### src/charger_pkg.sv
// shared constants, types and register map for the charger supervisor
package charger_pkg;

  ////////////////////////////////////////////////////////////////////////////
  // timing
  localparam longint unsigned CLK_HZ      = 64'h0000_0000_0BEB_C200;
  localparam longint unsigned MINUTE_S    = 64'h0000_0000_0000_003C;
  localparam longint unsigned MIN_CYCLES  = CLK_HZ * MINUTE_S;
  localparam int              MIN_W       = 34;
  localparam int              CNT_W       = 9;
  localparam int              DUTY_W      = 5;
  localparam logic [4:0]      DUTY_FULL   = 5'h10;

  // comparator thresholds, millivolts, for reference only
  localparam int              HOT_LIMIT_MV  = 32'h0000_01F4;
  localparam int              COLD_LIMIT_MV = 32'h0000_09CE;

  ////////////////////////////////////////////////////////////////////////////
  // time-out lengths in minutes
  localparam logic [8:0] PRE_40  = 9'h028;
  localparam logic [8:0] PRE_60  = 9'h03C;
  localparam logic [8:0] PRE_80  = 9'h050;
  localparam logic [8:0] TOT_3H  = 9'h0B4;
  localparam logic [8:0] TOT_4H  = 9'h0F0;
  localparam logic [8:0] TOT_5H  = 9'h12C;
  localparam logic [1:0] SEL_OFF = 2'h3;

  ////////////////////////////////////////////////////////////////////////////
  // register map, byte addresses
  localparam logic [4:0] CTRL_ADDR   = 5'h00;
  localparam logic [4:0] STAT_ADDR   = 5'h04;
  localparam logic [4:0] IRQ_ST_ADDR = 5'h08;
  localparam logic [4:0] IRQ_CL_ADDR = 5'h0C;
  localparam logic [4:0] IRQ_EN_ADDR = 5'h10;
  localparam int         NUM_IRQ     = 5;
  localparam logic [9:0] CTRL_RESET  = 10'h000;

  typedef enum logic [2:0] {
    ST_PRECOND  = 3'b000,
    ST_FAST     = 3'b001,
    ST_TOPOFF   = 3'b010,
    ST_EOC      = 3'b011,
    ST_SUSPEND  = 3'b100,
    ST_TEMP_FLT = 3'b101,
    ST_TIME_FLT = 3'b110
  } charge_state_t;

  typedef struct packed {
    logic       timer_event_en;
    logic       total_irq_en;
    logic       precond_irq_en;
    logic       temp_event_en;
    logic       temp_return_irq_en;
    logic       temp_exit_irq_en;
    logic [1:0] total_timeout_sel;
    logic [1:0] precond_timeout_sel;
  } ctrl_t;

  typedef struct packed {
    logic supply_drop;
    logic total_exp;
    logic precond_exp;
    logic temp_return;
    logic temp_exit;
  } events_t;

  function automatic logic [8:0] precond_limit(input logic [1:0] sel);
    case (sel)
      2'h0:    precond_limit = PRE_40;
      2'h1:    precond_limit = PRE_60;
      default: precond_limit = PRE_80;
    endcase
  endfunction

  function automatic logic [8:0] total_limit(input logic [1:0] sel);
    case (sel)
      2'h0:    total_limit = TOT_3H;
      2'h1:    total_limit = TOT_4H;
      default: total_limit = TOT_5H;
    endcase
  endfunction

endpackage

### src/charger_supervisor.sv
// charger safety timers, status indicator and battery temperature events
// Notes on behaviour
// - precondition select: 40, 60, 80 min, off
// - total select: 3, 4, 5 hours, off
// - indicator pulled low only while actively charging
// - supply below battery blocks reverse current
// - suspend charging while temperature out of range
// - exit event interrupt needs both enables
// - return event interrupt needs both enables
// - live in-range status bit
// - temperature flag set on event, read clears
// - precondition expiry forces time-out fault
// - thermal current reduction stretches timers proportionally
// - timer flag set on expiry, read clears
//
// The Avalon-MM register port and the register addresses are this design's own decisions.
module charger_supervisor #(
  parameter logic [33:0] MIN_CYCLES = 34'(charger_pkg::MIN_CYCLES)
) (
  input  wire logic                        sys_clk,
  input  wire logic                        rst_n,
  // avalon-mm slave
  input  wire logic [4:0]                  address,
  input  wire logic                        read,
  input  wire logic                        write,
  input  wire logic [3:0]                  byteenable,
  input  wire logic [31:0]                 writedata,
  output logic      [31:0]                 readdata,
  output logic                             waitrequest,
  // charge state machine, same clock
  input  wire charger_pkg::charge_state_t  charge_state,
  input  wire logic                        new_cycle,
  input  wire logic [4:0]                  charge_duty,
  output logic                             precond_timeout,
  output logic                             total_timeout,
  output logic                             temp_suspend,
  // analog comparators, asynchronous
  input  wire logic                        ntc_hot_cmp,
  input  wire logic                        ntc_cold_cmp,
  input  wire logic                        supply_below_bat,
  output logic                             reverse_block,
  // open-drain indicator
  input  wire logic                        charge_indicator_n_i,
  output logic                             charge_indicator_n_o,
  output logic                             charge_indicator_n_oe,
  output logic                             irq
);

  ////////////////////////////////////////////////////////////////////////////
  // synchronisers
  logic [3:0] async_in;
  logic [3:0] meta_q;
  logic [3:0] sync_q;

  assign async_in = {charge_indicator_n_i, supply_below_bat, ntc_cold_cmp, ntc_hot_cmp};

  // comparators and the pin are asynchronous: two stages before any use
  genvar gi;
  generate
    for (gi = 0; gi < 4; gi++) begin : g_sync
      always_ff @(posedge sys_clk) begin
        if (!rst_n) begin
          meta_q[gi] <= 1'b0;
          sync_q[gi] <= 1'b0;
        end else begin
          meta_q[gi] <= async_in[gi];
          sync_q[gi] <= meta_q[gi];
        end
      end
    end
  endgenerate

  logic hot_s;
  logic cold_s;
  logic drop_s;
  logic pin_s;
  logic in_range;

  assign hot_s    = sync_q[0];
  assign cold_s   = sync_q[1];
  assign drop_s   = sync_q[2];
  assign pin_s    = sync_q[3];
  assign in_range = ~hot_s & ~cold_s;

  assign temp_suspend  = ~in_range;
  assign reverse_block = drop_s;

  ////////////////////////////////////////////////////////////////////////////
  // bus handshake: one wait cycle per access
  logic        ack_q;
  logic        ack_d;
  logic        wr_en;
  logic        rd_en;
  logic [31:0] wmask;

  assign ack_d       = (read | write) & ~ack_q;
  assign waitrequest = (read | write) & ~ack_q;
  assign wr_en       = write & ack_q;
  // read data and clear-on-read share one edge, so no set slips between them
  assign rd_en       = read & ack_d;
  assign wmask       = {{8{byteenable[3]}}, {8{byteenable[2]}},
                        {8{byteenable[1]}}, {8{byteenable[0]}}};

  ////////////////////////////////////////////////////////////////////////////
  // register decode
  logic wr_ctrl;
  logic wr_clear;
  logic wr_en_reg;
  logic rd_stat;

  // word select shared by every register decode
  function automatic logic addr_hit(input logic [4:0] a, input logic [4:0] word);
    addr_hit = (a == word);
  endfunction

  assign wr_ctrl   = wr_en & addr_hit(address, charger_pkg::CTRL_ADDR);
  assign wr_clear  = wr_en & addr_hit(address, charger_pkg::IRQ_CL_ADDR);
  assign wr_en_reg = wr_en & addr_hit(address, charger_pkg::IRQ_EN_ADDR);
  assign rd_stat   = rd_en & addr_hit(address, charger_pkg::STAT_ADDR);

  ////////////////////////////////////////////////////////////////////////////
  // control register
  charger_pkg::ctrl_t ctrl_q;
  charger_pkg::ctrl_t ctrl_d;
  logic [9:0]         wdata_m;

  assign wdata_m = (writedata[9:0] & wmask[9:0]) | (ctrl_q & ~wmask[9:0]);
  assign ctrl_d  = wr_ctrl ? charger_pkg::ctrl_t'(wdata_m) : ctrl_q;

  always_ff @(posedge sys_clk) begin
    if (!rst_n) begin
      ctrl_q <= charger_pkg::ctrl_t'(charger_pkg::CTRL_RESET);
      ack_q  <= 1'b0;
    end else begin
      ctrl_q <= ctrl_d;
      ack_q  <= ack_d;
    end
  end

  ////////////////////////////////////////////////////////////////////////////
  // minute prescaler, slowed by the duty of the charge current
  logic [4:0]  duty_eff;
  logic [5:0]  duty_sum;
  logic        duty_step;
  logic [4:0]  acc_q;
  logic [4:0]  acc_d;
  logic [33:0] pre_q;
  logic [33:0] pre_d;
  logic        minute_tick;

  // a share above full would let the accumulator run past full; clamp it
  assign duty_eff  = (charge_duty > charger_pkg::DUTY_FULL) ? charger_pkg::DUTY_FULL
                                                            : charge_duty;
  assign duty_sum  = {1'b0, acc_q} + {1'b0, duty_eff};
  assign duty_step = duty_sum >= {1'b0, charger_pkg::DUTY_FULL};
  assign acc_d     = duty_step ? 5'(duty_sum - {1'b0, charger_pkg::DUTY_FULL})
                               : duty_sum[4:0];
  assign minute_tick = duty_step & (pre_q == MIN_CYCLES - 34'h0_0000_0001);
  assign pre_d     = minute_tick ? '0 : (duty_step ? pre_q + 34'h0_0000_0001 : pre_q);

  // a reduced current advances time only by its share of full current
  always_ff @(posedge sys_clk) begin
    if (!rst_n || new_cycle) begin
      acc_q <= '0;
      pre_q <= '0;
    end else begin
      acc_q <= acc_d;
      pre_q <= pre_d;
    end
  end

  ////////////////////////////////////////////////////////////////////////////
  // state decode
  logic run_pre;
  logic run_tot;
  logic active;

  always_comb begin
    run_pre = 1'b0;
    run_tot = 1'b0;
    active  = 1'b0;
    case (charge_state)
      charger_pkg::ST_PRECOND: begin
        run_pre = 1'b1;
        run_tot = 1'b1;
        active  = 1'b1;
      end
      charger_pkg::ST_FAST,
      charger_pkg::ST_TOPOFF: begin
        run_tot = 1'b1;
        active  = 1'b1;
      end
      default: begin
        run_pre = 1'b0;
        run_tot = 1'b0;
        active  = 1'b0;
      end
    endcase
  end

  // open drain: only ever sinks, idle and fault states float to the pull-up
  assign charge_indicator_n_o  = 1'b0;
  assign charge_indicator_n_oe = active;

  ////////////////////////////////////////////////////////////////////////////
  // safety timers
  logic pre_exp;
  logic tot_exp;
  logic pre_pulse;
  logic tot_pulse;

  // both timers share one prescaler, so stretching applies to each alike
  safety_timer #(.CNT_W(charger_pkg::CNT_W)) u_pre_timer (
    .sys_clk      (sys_clk),
    .rst_n        (rst_n),
    .run          (run_pre),
    .restart      (new_cycle),
    .minute_tick  (minute_tick),
    .disabled     (ctrl_q.precond_timeout_sel == charger_pkg::SEL_OFF),
    .limit        (charger_pkg::precond_limit(ctrl_q.precond_timeout_sel)),
    .expired      (pre_exp),
    .expire_pulse (pre_pulse)
  );

  safety_timer #(.CNT_W(charger_pkg::CNT_W)) u_tot_timer (
    .sys_clk      (sys_clk),
    .rst_n        (rst_n),
    .run          (run_tot),
    .restart      (new_cycle),
    .minute_tick  (minute_tick),
    .disabled     (ctrl_q.total_timeout_sel == charger_pkg::SEL_OFF),
    .limit        (charger_pkg::total_limit(ctrl_q.total_timeout_sel)),
    .expired      (tot_exp),
    .expire_pulse (tot_pulse)
  );

  // expiry holds until the next cycle; the state machine moves to its fault
  assign precond_timeout = pre_exp;
  assign total_timeout   = tot_exp;

  ////////////////////////////////////////////////////////////////////////////
  // temperature edges and event flags
  logic range_q;
  logic exit_ev;
  logic return_ev;
  logic exit_hit;
  logic return_hit;
  logic pre_hit;
  logic tot_hit;
  logic temp_set;
  logic timer_set;
  logic temp_flag_q;
  logic timer_flag_q;

  // range_q reads the synced level, never the first stage
  assign exit_ev   = range_q & ~in_range;
  assign return_ev = ~range_q & in_range;
  assign exit_hit   = exit_ev & ctrl_q.temp_event_en & ctrl_q.temp_exit_irq_en;
  assign return_hit = return_ev & ctrl_q.temp_event_en & ctrl_q.temp_return_irq_en;
  assign temp_set   = exit_hit | return_hit;
  assign pre_hit    = pre_pulse & ctrl_q.timer_event_en & ctrl_q.precond_irq_en;
  assign tot_hit    = tot_pulse & ctrl_q.timer_event_en & ctrl_q.total_irq_en;
  assign timer_set  = pre_hit | tot_hit;

  // set beats a read clearing in the same cycle
  always_ff @(posedge sys_clk) begin
    if (!rst_n) begin
      range_q      <= 1'b1; // matches in_range with the syncs at reset
      temp_flag_q  <= 1'b0;
      timer_flag_q <= 1'b0;
    end else begin
      range_q      <= in_range;
      temp_flag_q  <= temp_set | (temp_flag_q & ~rd_stat);
      timer_flag_q <= timer_set | (timer_flag_q & ~rd_stat);
    end
  end

  ////////////////////////////////////////////////////////////////////////////
  // sticky interrupt status
  charger_pkg::events_t ev;
  logic [4:0]           irq_st_q;
  logic [4:0]           irq_en_q;
  logic [4:0]           irq_st_d;
  logic [4:0]           clr_bits;
  logic [4:0]           wbits;
  logic [4:0]           irq_en_d;
  logic                 reverse_q;

  assign ev.temp_exit   = exit_hit;
  assign ev.temp_return = return_hit;
  assign ev.precond_exp = pre_pulse;
  assign ev.total_exp   = tot_pulse;
  // only a new drop is an event; a supply that stays low raises it once
  assign ev.supply_drop = drop_s & ~reverse_q;

  assign wbits    = writedata[4:0] & wmask[4:0];
  assign clr_bits = wr_clear ? wbits : 5'h00;
  assign irq_st_d = ev | (irq_st_q & ~clr_bits);
  assign irq_en_d = wr_en_reg ? (wbits | (irq_en_q & ~wmask[4:0])) : irq_en_q;
  // level output: it falls only once software clears or masks the cause
  assign irq      = |(irq_st_q & irq_en_q);

  always_ff @(posedge sys_clk) begin
    if (!rst_n) begin
      irq_st_q  <= '0;
      irq_en_q  <= '0;
      reverse_q <= 1'b0;
    end else begin
      irq_st_q  <= irq_st_d;
      irq_en_q  <= irq_en_d;
      reverse_q <= drop_s;
    end
  end

  ////////////////////////////////////////////////////////////////////////////
  // read mux
  logic [31:0] rd_mux;
  logic [31:0] rdata_q;

  always_comb begin
    rd_mux = 32'h0000_0000;
    case (address)
      charger_pkg::CTRL_ADDR:   rd_mux[9:0] = ctrl_q;
      charger_pkg::STAT_ADDR:   rd_mux[6:0] = {pin_s, drop_s, tot_exp, pre_exp,
                                               timer_flag_q, temp_flag_q,
                                               in_range};
      charger_pkg::IRQ_ST_ADDR: rd_mux[4:0] = irq_st_q;
      charger_pkg::IRQ_EN_ADDR: rd_mux[4:0] = irq_en_q;
      default:                  rd_mux      = 32'h0000_0000;
    endcase
  end

  // write-only and unmapped words read as zero
  always_ff @(posedge sys_clk) begin
    if (!rst_n) begin
      rdata_q <= 32'h0000_0000;
    end else if (rd_en) begin
      rdata_q <= rd_mux;
    end
  end

  assign readdata = rdata_q;

endmodule // charger_supervisor

### src/safety_timer.sv
// minute counter with selectable limit and sticky expiry
module safety_timer #(
  parameter int CNT_W = 9
) (
  input  wire logic             sys_clk,
  input  wire logic             rst_n,
  input  wire logic             run,
  input  wire logic             restart,
  input  wire logic             minute_tick,
  input  wire logic             disabled,
  input  wire logic [CNT_W-1:0] limit,
  output logic                  expired,
  output logic                  expire_pulse
);

  logic [CNT_W-1:0] count_q;
  logic             expired_q;
  logic             hit;

  assign hit          = run & minute_tick & ~disabled & ~expired_q
                        & (count_q + 1'b1 >= limit);
  assign expired      = expired_q;
  assign expire_pulse = hit;

  // counting freezes outside running states, so a paused charge keeps its time
  always_ff @(posedge sys_clk) begin
    if (!rst_n || restart) begin
      count_q   <= '0;
      expired_q <= 1'b0;
    end else if (run && minute_tick && !expired_q) begin
      count_q   <= count_q + 1'b1;
      expired_q <= hit;
    end
  end

endmodule // safety_timer

### config.mk
export PLATFORM = sky130hd
export DESIGN_NAME = charger_supervisor
export DESIGN_NICKNAME = d
export VERILOG_FILES = /design/src/charger_pkg.sv /design/src/charger_supervisor.sv /design/src/safety_timer.sv
export SDC_FILE = /design/constraint.sdc
export NUM_CORES = 1
export LEC_CHECK = 0
export BUFFER_PORTS_ARGS = -buffer_cell sky130_fd_sc_hd__buf_4
export CAP_MARGIN = 20
export CORE_ASPECT_RATIO = 1.4
export CORE_UTILIZATION = 52
export CTS_CLUSTER_DIAMETER = 60
export DETAILED_ROUTE_END_ITERATION = 6
export PLACE_DENSITY = 0.76
export SLEW_MARGIN = 10
export SYNTH_ARGS = -nofsm -noshare
export SYNTH_HDL_FRONTEND = slang
export SYNTH_SLANG_ARGS = --single-unit
### constraint.sdc
create_clock -name sys_clk -period 3.1 [get_ports sys_clk]
set_clock_uncertainty 0.1 [all_clocks]
set_input_delay 0.31 -clock sys_clk [delete_from_list [all_inputs] [get_ports sys_clk]]
set_output_delay 0.31 -clock sys_clk [all_outputs]
set_load 0.05 [all_outputs]
==> results.txt, run 1 <==
Crit path buffers/inverters = 1
Most frequent cell after synthesis = dfxtp_1
#FFs+latches synth = 102
Grt total ovfl = 0
Crit-path leading delay family = compound AO/OA/AOI/OAI gates
Register share of total power = 0.510
Peak supply drop = 0.283 mV
Detailed Place HPWL = 8260 µm
Clock Tree Buf Depth = 2
Final WL = 11000 µm
Final period util = 0.924
Crit path from = acc_q[0]$_SDFF_PP0_
Crit path time final = 2.86 ns
H-tree Lvls = 3
Final setup violation count = 0
Critical Path Start Type = flip-flop
Top cells by area, synth = dfxtp_1 (39%), xnor2_1 (6.9%), nor2_1 (5.8%), ha_1 (5.0%), mux2i_1 (3.4%)
Via density per instance = 5.44
Multi-input logic area = 2920 µm²
Critical Path Fanout Max = 15
Cell count along the critical path = 9
HP Class = in2reg
Worst skew pair latency = 0.35 ns
Syn avg cell area = 8.61 µm²
Synth Area in Simple Gates = 0.256
Initial core utilization = 0.532
Busiest grt layer = met2
Ys async rst share = 0
Die footprint = 10500 µm²
Main flop type after synthesis = dfxtp_1
Share of cells above drive strength 1 = 0.138
PD cells = 437 nW/µm²
IO Pins = 98
Synth Area in Compound Gates = 0.105
CP endpoint = u_tot_timer.count_q[3]$_SDFFE_PP0P_
Rel. slew slack = 0.401
Worst path arrival time = 3.02 ns
Reg2Reg Capture Point = u_tot_timer.count_q[3]$_SDFFE_PP0P_
Diodes inserted = 0
Syn. warnings = 0
Largest family of logic cells by synthesized area = simple AND/OR/NAND/NOR gates
Final hold vios = 0
CP required = 3.26 ns
Drt wl/cell = 13.9 µm
Register area = 2040 µm²
# hold bufs at CTS = 0
Status = complete, no violations
First-pass GRT wire length = 18600 µm
Clock root buffer master = clkbuf_16
Synth unique cells = 59
Sw frac = 0.256
Filler Cell Count = 871
Post-Synth XOR/XNOR Area = 0.0819
Comb power frac = 0.081
FMAX = 0.349 GHz
Via count = 4321
LEAKAGE = 2.16 nW
Internal cell power = 1.94 mW
CTS-repair resized insts = 1
Synth area leader = dfxtp_1
Detailed Routing Iterations Pass 1 = 5
Max incr delay on CP = 0.62 ns
Clk slew on worst S/H paths = 0.07 ns
Total track usage = 0.226
Clk pwr share = 0.410
Placer congestion estimate = 0.898
Mapped Area = 5240 µm²
Final Max Slew Viols = 0
Vias in the first global route = 4304
Nets = 735
Grt met2 use = 0.415
Number of buffers added on ports = 50
Total power = 2.61 mW
Synth top area share = 0.390
Clk sinks = 102
Inst Count DP = 779
Synth top cells by count = dfxtp_1 (102), nor2_1 (81), xnor2_1 (41)
Initial antenna violation count = 0
EDFF count, synth = 0
CP Capture Type = flip-flop
M3 GR Usage = 0.0280
Worst-Margin Slew = 0.898 ns
Die height = 121 µm
P_sw = 0.667 mW
Area Growth Syn to Fin = 13.8%
DR DRC count = 0
Non-filler instance count after layout = 795
CP cell instances = ha_1 -> inv_1 -> fa_1 -> nor2b_1 -> o21ai_1 -> a211oi_4 -> nand3_4 -> or3_1 -> a21oi_1
Site Rows = 43
Setup CP Type = reg2reg
Die X = 86.8 µm
Post-CTS setup buffer count = 0
RSZ-0062 raised after global routing = no
Met1 usage = 0.231
Post-DRT Antenna Nets = 0
CTS tree = built
Largest net degree at the start of global routing = 34
FF-to-FF Start = acc_q[0]$_SDFF_PP0_
Gate Count Post-Synth = 608
Core Footprint = 9850 µm²
Synth Area in Adders = 0.0540
Sequential share of the synthesized area = 0.390
Worst path slowest cell = a211oi_4
Starting DRT DRC Count = 169
R2r setup slk = 0.24 ns
Register-to-Register Path Depth = 9
Max_cap viols = 0
Mux contribution to synthesized area = 0.0430
Cts bufs inserted = 9
cells in the final DEF (no fill, tap or decap), drive strengths merged, types with 18 or more instances in the layout:
cell and instances:
buf 61, inv 25, o21ai 21, nand2 38, xnor2 41, dfxtp 102
ha 21, mux2i 18, nand3 24, conb 23, nor2 81, nor3 19
a21oi 30
worst register-to-register path, stage by stage (launching register included):
cell      delay (ns)
dfxtp_1         0.31
ha_1            0.16
inv_1           0.05
fa_1            0.39
nor2b_1         0.16
o21ai_1         0.12
a211oi_4        0.62
nand3_4         0.32
or3_1           0.40
a21oi_1         0.14
through the flow:
step	util	hold slack [ns]	area, µm²	setup TNS (ns)	setup WS, ns
6_report	0.605	0.0663	5960	0	0.237
5_1_grt	0.605	0.0583	5960	0	0.0247
4_1_cts	0.605	0.0547	5960	0	0.237
3_5_place_dp	0.576	0.321	5670	-3.96	-0.261
3_3_place_gp	0.576	0.314	5670	-1.66	-0.154
2_1_floorplan	-	0.312	5320	0	0.333
kinds of logic (layout without fill, tap and decap cells):
logic type      count (synthesis)  in the layout
xor+xnor                       49             49
mux                            22             22
buf+inv                        70            100
flops                         102            102
fa+ha+maj                      22             22
compound gates                 85             85
simple gates                  257            257
other cells                     1             23
power by group through the flow:
| stage | Clock [mW] | Sequential [mW] | Combinational, mW |
|---|---|---|---|
| 6_report | 1.07 | 1.33 | 0.210 |
| 5_1_grt | 1.14 | 1.33 | 0.226 |
| 4_1_cts | 1.09 | 1.33 | 0.211 |
| 3_5_place_dp | 0 | 1.36 | 0.209 |
| 3_3_place_gp | 0 | 1.36 | 0.205 |
| 2_1_floorplan | 0 | 1.37 | 0.158 |
worst min-delay path by stage:
stage | startpoint | to | slack [ns] | cells past startpoint
3_5_place_dp | meta_q[3]$_SDFF_PN0_ | pin_s$_SDFF_PN0_ | 0.32 | 1
3_3_place_gp | meta_q[0]$_SDFF_PN0_ | hot_s$_SDFF_PN0_ | 0.31 | 1
5_1_grt | charge_indicator_n_i | meta_q[3]$_SDFF_PN0_ | 0.06 | 2
6_report | charge_indicator_n_i | meta_q[3]$_SDFF_PN0_ | 0.07 | 2
2_1_floorplan | meta_q[3]$_SDFF_PN0_ | pin_s$_SDFF_PN0_ | 0.31 | 1
4_1_cts | charge_indicator_n_i | meta_q[3]$_SDFF_PN0_ | 0.05 | 2
cell type report:
cell class | count | area share
Clock buffer | 9 | 0.0378
Clock inverter | 7 | 0.00987
Inverter | 23 | 0.0145
Multi-Input combinational cell | 458 | 0.490
Sequential cell | 102 | 0.343
Tap cell | 135 | 0.0283
Timing Repair Buffer | 61 | 0.0768
metal layers:
metal | up-vias | routed length (µm)
met5 | - | 0
met2 | 94 | 5750
met4 | 0 | 508
met3 | 34 | 370
li1 | 2166 | -
met1 | 2027 | 4400
Power figures use the tool's default switching activity.
==> run 2, diff against run 1 <==
==> constraint.sdc (replaced) <==
create_clock -name sys_clk -period 3.1 [get_ports sys_clk]
set_clock_uncertainty 0.1 [all_clocks]
set_input_delay 0.155 -clock sys_clk [delete_from_list [all_inputs] [get_ports sys_clk]]
set_output_delay 0.155 -clock sys_clk [all_outputs]
set_load 0.05 [all_outputs]
==> run 2 against run 1 <==
  * Critical path depth is 1 higher
  * Setup slack better by 0.011 ns
  * Critical endpoint is now pre_q[15]$_SDFFE_PP0P_
  * Design area increased by 3.5%
  * Largest cell class unchanged
  * Sequential share of layout area is 1.2 points lower
  * First-iteration DRC count decreased by 7.7%
==> results.txt, run 2 (synthesized netlist as in run 1, its figures left out) <==
Site Rows = 43 (unchanged)
Cts bufs inserted = 9 (unchanged)
Max_cap viols = 0 (unchanged)
Die height = 121 µm (unchanged)
Most common cell after layout, fill and taps aside = dfxtp_1 (unchanged)
CP required = 3.24 ns (was 3.26 ns)
IO Pins = 98 (unchanged)
Total power = 2.68 mW (was 2.61 mW)
Register area = 2040 µm² (unchanged)
Clk slew on worst S/H paths = 0.08 ns (was 0.07 ns)
First-pass GRT wire length = 18800 µm (was 18600 µm)
HP Class = in2reg (unchanged)
Detailed Routing Iterations Pass 1 = 4 (was 5)
Initial core utilization = 0.532 (unchanged)
Final hold vios = 0 (unchanged)
Vias in the first global route = 4279 (was 4304)
Nets = 755 (was 735)
Placer congestion estimate = 0.912 (was 0.898)
Fin util = 0.627 (was 0.605)
Core Footprint = 9850 µm² (unchanged)
Drt wl/cell = 13.9 µm (about the same)
PD cells = 434 nW/µm² (was 437 nW/µm²)
Die footprint = 10500 µm² (unchanged)
Total track usage = 0.230 (was 0.226)
Crit path time final = 2.85 ns (was 2.86 ns)
CP Capture Type = flip-flop (unchanged)
Worst path arrival time = 2.99 ns (was 3.02 ns)
Clock Tree Buf Depth = 2 (unchanged)
FMAX = 0.351 GHz (was 0.349 GHz)
Die X = 86.8 µm (unchanged)
FF-to-FF Start = acc_q[0]$_SDFF_PP0_ (unchanged)
WHS Endpoint = u_tot_timer.count_q[2]$_SDFFE_PP0P_ (was meta_q[3]$_SDFF_PN0_)
Worst-Margin Slew = 0.927 ns (was 0.898 ns)
Clock root buffer master = clkbuf_16 (unchanged)
Detailed Place HPWL = 8140 µm (was 8260 µm)
Starting DRT DRC Count = 156 (was 169)
Worst slack, placed = -0.117 ns (was -0.261 ns)
Final WL = 11300 µm (was 11000 µm)
Setup CP Type = reg2reg (unchanged)
Grt total ovfl = 0 (unchanged)
RSZ-0062 raised after global routing = no (unchanged)
Clk sinks = 102 (unchanged)
Filler Cell Count = 853 (was 871)
Critical Path Fanout Max = 11 (was 15)
Final Max Slew Viols = 0 (unchanged)
Via density per instance = 5.43 (was 5.44)
DR DRC count = 0 (unchanged)
Inst Count DP = 779 (unchanged)
CTS tree = built (unchanged)
Peak supply drop = 0.277 mV (was 0.283 mV)
Hold Crit Start = new_cycle (was charge_indicator_n_i)
Final worst slack = 0.248 ns (was 0.237 ns)
Diodes inserted = 0 (unchanged)
Non-filler instance count after layout = 815 (was 795)
R2r setup slk = 0.25 ns (was 0.24 ns)
Via count = 4424 (was 4321)
Multi-input logic area = 2920 µm² (about the same)
Area Growth Syn to Fin = 17.8% (was 13.8%)
Number of buffers added on ports = 50 (unchanged)
Register-to-Register Path Depth = 10 (was 9)
Cell depth of the worst hold path = 3 (was 2)
Worst skew pair latency = 0.36 ns (was 0.35 ns)
Rel. slew slack = 0.382 (was 0.401)
Final period util = 0.920 (was 0.924)
Hold slack = 0.0718 ns (was 0.0663 ns)
Share of cells above drive strength 1 = 0.137 (was 0.138)
Final setup violation count = 0 (unchanged)
Most frequent cells in the layout = dfxtp_1 (102), nor2_1 (81), buf_4 (63) (was dfxtp_1 (102), nor2_1 (81), buf_4 (61))
Post-DRT Antenna Nets = 0 (unchanged)
Initial antenna violation count = 0 (unchanged)
Largest net degree at the start of global routing = 34 (unchanged)
Reg2Reg Capture Point = pre_q[15]$_SDFFE_PP0P_ (was u_tot_timer.count_q[3]$_SDFFE_PP0P_)
LEAKAGE = 2.26 nW (was 2.16 nW)
Status = complete, no violations (unchanged)
Critical Path Start Type = flip-flop (unchanged)
H-tree Lvls = 3 (unchanged)
[run 2: cell types whose count changed in the layout (fill, tap and decap cells not counted), sizes merged]
| cell | previous run | this run |
|---|---|---|
| clkinv | 4 | 1 |
| inv | 25 | 29 |
| clkinvlp | 1 | 0 |
| buf | 61 | 63 |
| dlygate4sd3 | 0 | 18 |
[run 2: cell type report]
| type | instances | share of cell area |
|---|---|---|
| multi-input combinational | 458 | 0.473 |
| clock buffer | 9 | 0.0365 |
| clock inverter | 7 | 0.0120 |
| sequential | 102 | 0.331 |
| tap | 135 | 0.0274 |
| inverter | 23 | 0.0140 |
| timing repair buffer | 81 | 0.106 |
[run 2: per-layer routing]
| metal | share of wire | GRT usage | vias up |
|---|---|---|---|
| li1 | - | - | 2208 |
| met1 | 0.39 | 0.227 | 2068 |
| met2 | 0.52 | 0.425 | 109 |
| met3 | 0.040 | 0.0464 | 39 |
| met4 | 0.049 | 0.148 | 0 |
| met5 | 0 | 0 | - |
[run 2: worst max-delay path: stages (launching register included)]
cell     delay, ns
dfxtp_1       0.34
ha_1          0.16
inv_1         0.05
fa_1          0.39
or4b_1        0.54
nor3_2        0.33
a211o_1       0.27
buf_4         0.22
nor4_1        0.08
xnor2_1       0.18
nor2_1        0.06
[run 2: worst max path at each step]
stage,startpoint,end,cells past startpoint
floorplan,acc_q[0]$_SDFF_PP0_,u_pre_timer.count_q[7]$_SDFFE_PP0P_,11
global placement,charge_duty[4],u_tot_timer.count_q[3]$_SDFFE_PP0P_,11
detailed placement,charge_duty[4],u_tot_timer.count_q[8]$_SDFFE_PP0P_,11
CTS,u_tot_timer.count_q[0]$_SDFFE_PP0P_,timer_flag_q$_SDFF_PN0_,12
global route,acc_q[0]$_SDFF_PP0_,pre_q[31]$_SDFFE_PP0P_,11
finish,acc_q[0]$_SDFF_PP0_,pre_q[15]$_SDFFE_PP0P_,10
[run 2: repair_timing]
item,CTS,global route
hold endpoints to repair,21,0
resized for setup,1,1
buffers inserted,0,2
endpoints found under the setup margin,2,2
hold buffers,18,0
pin swaps,0,1
[run 2: power by group]
part	internal (mW)	switching, mW
Sequential	1.32	0.00712
Combinational	0.0757	0.152
Clock	0.574	0.549
Total	1.97	0.708
[run 2: metrics by stage]
stage | TNS (ns) | instance area (µm²)
floorplan | 0 | 5320
global placement | -0.0793 | 5670
detailed placement | -0.991 | 5670
CTS | 0 | 6150
global route | 0 | 6170
finish | 0 | 6170
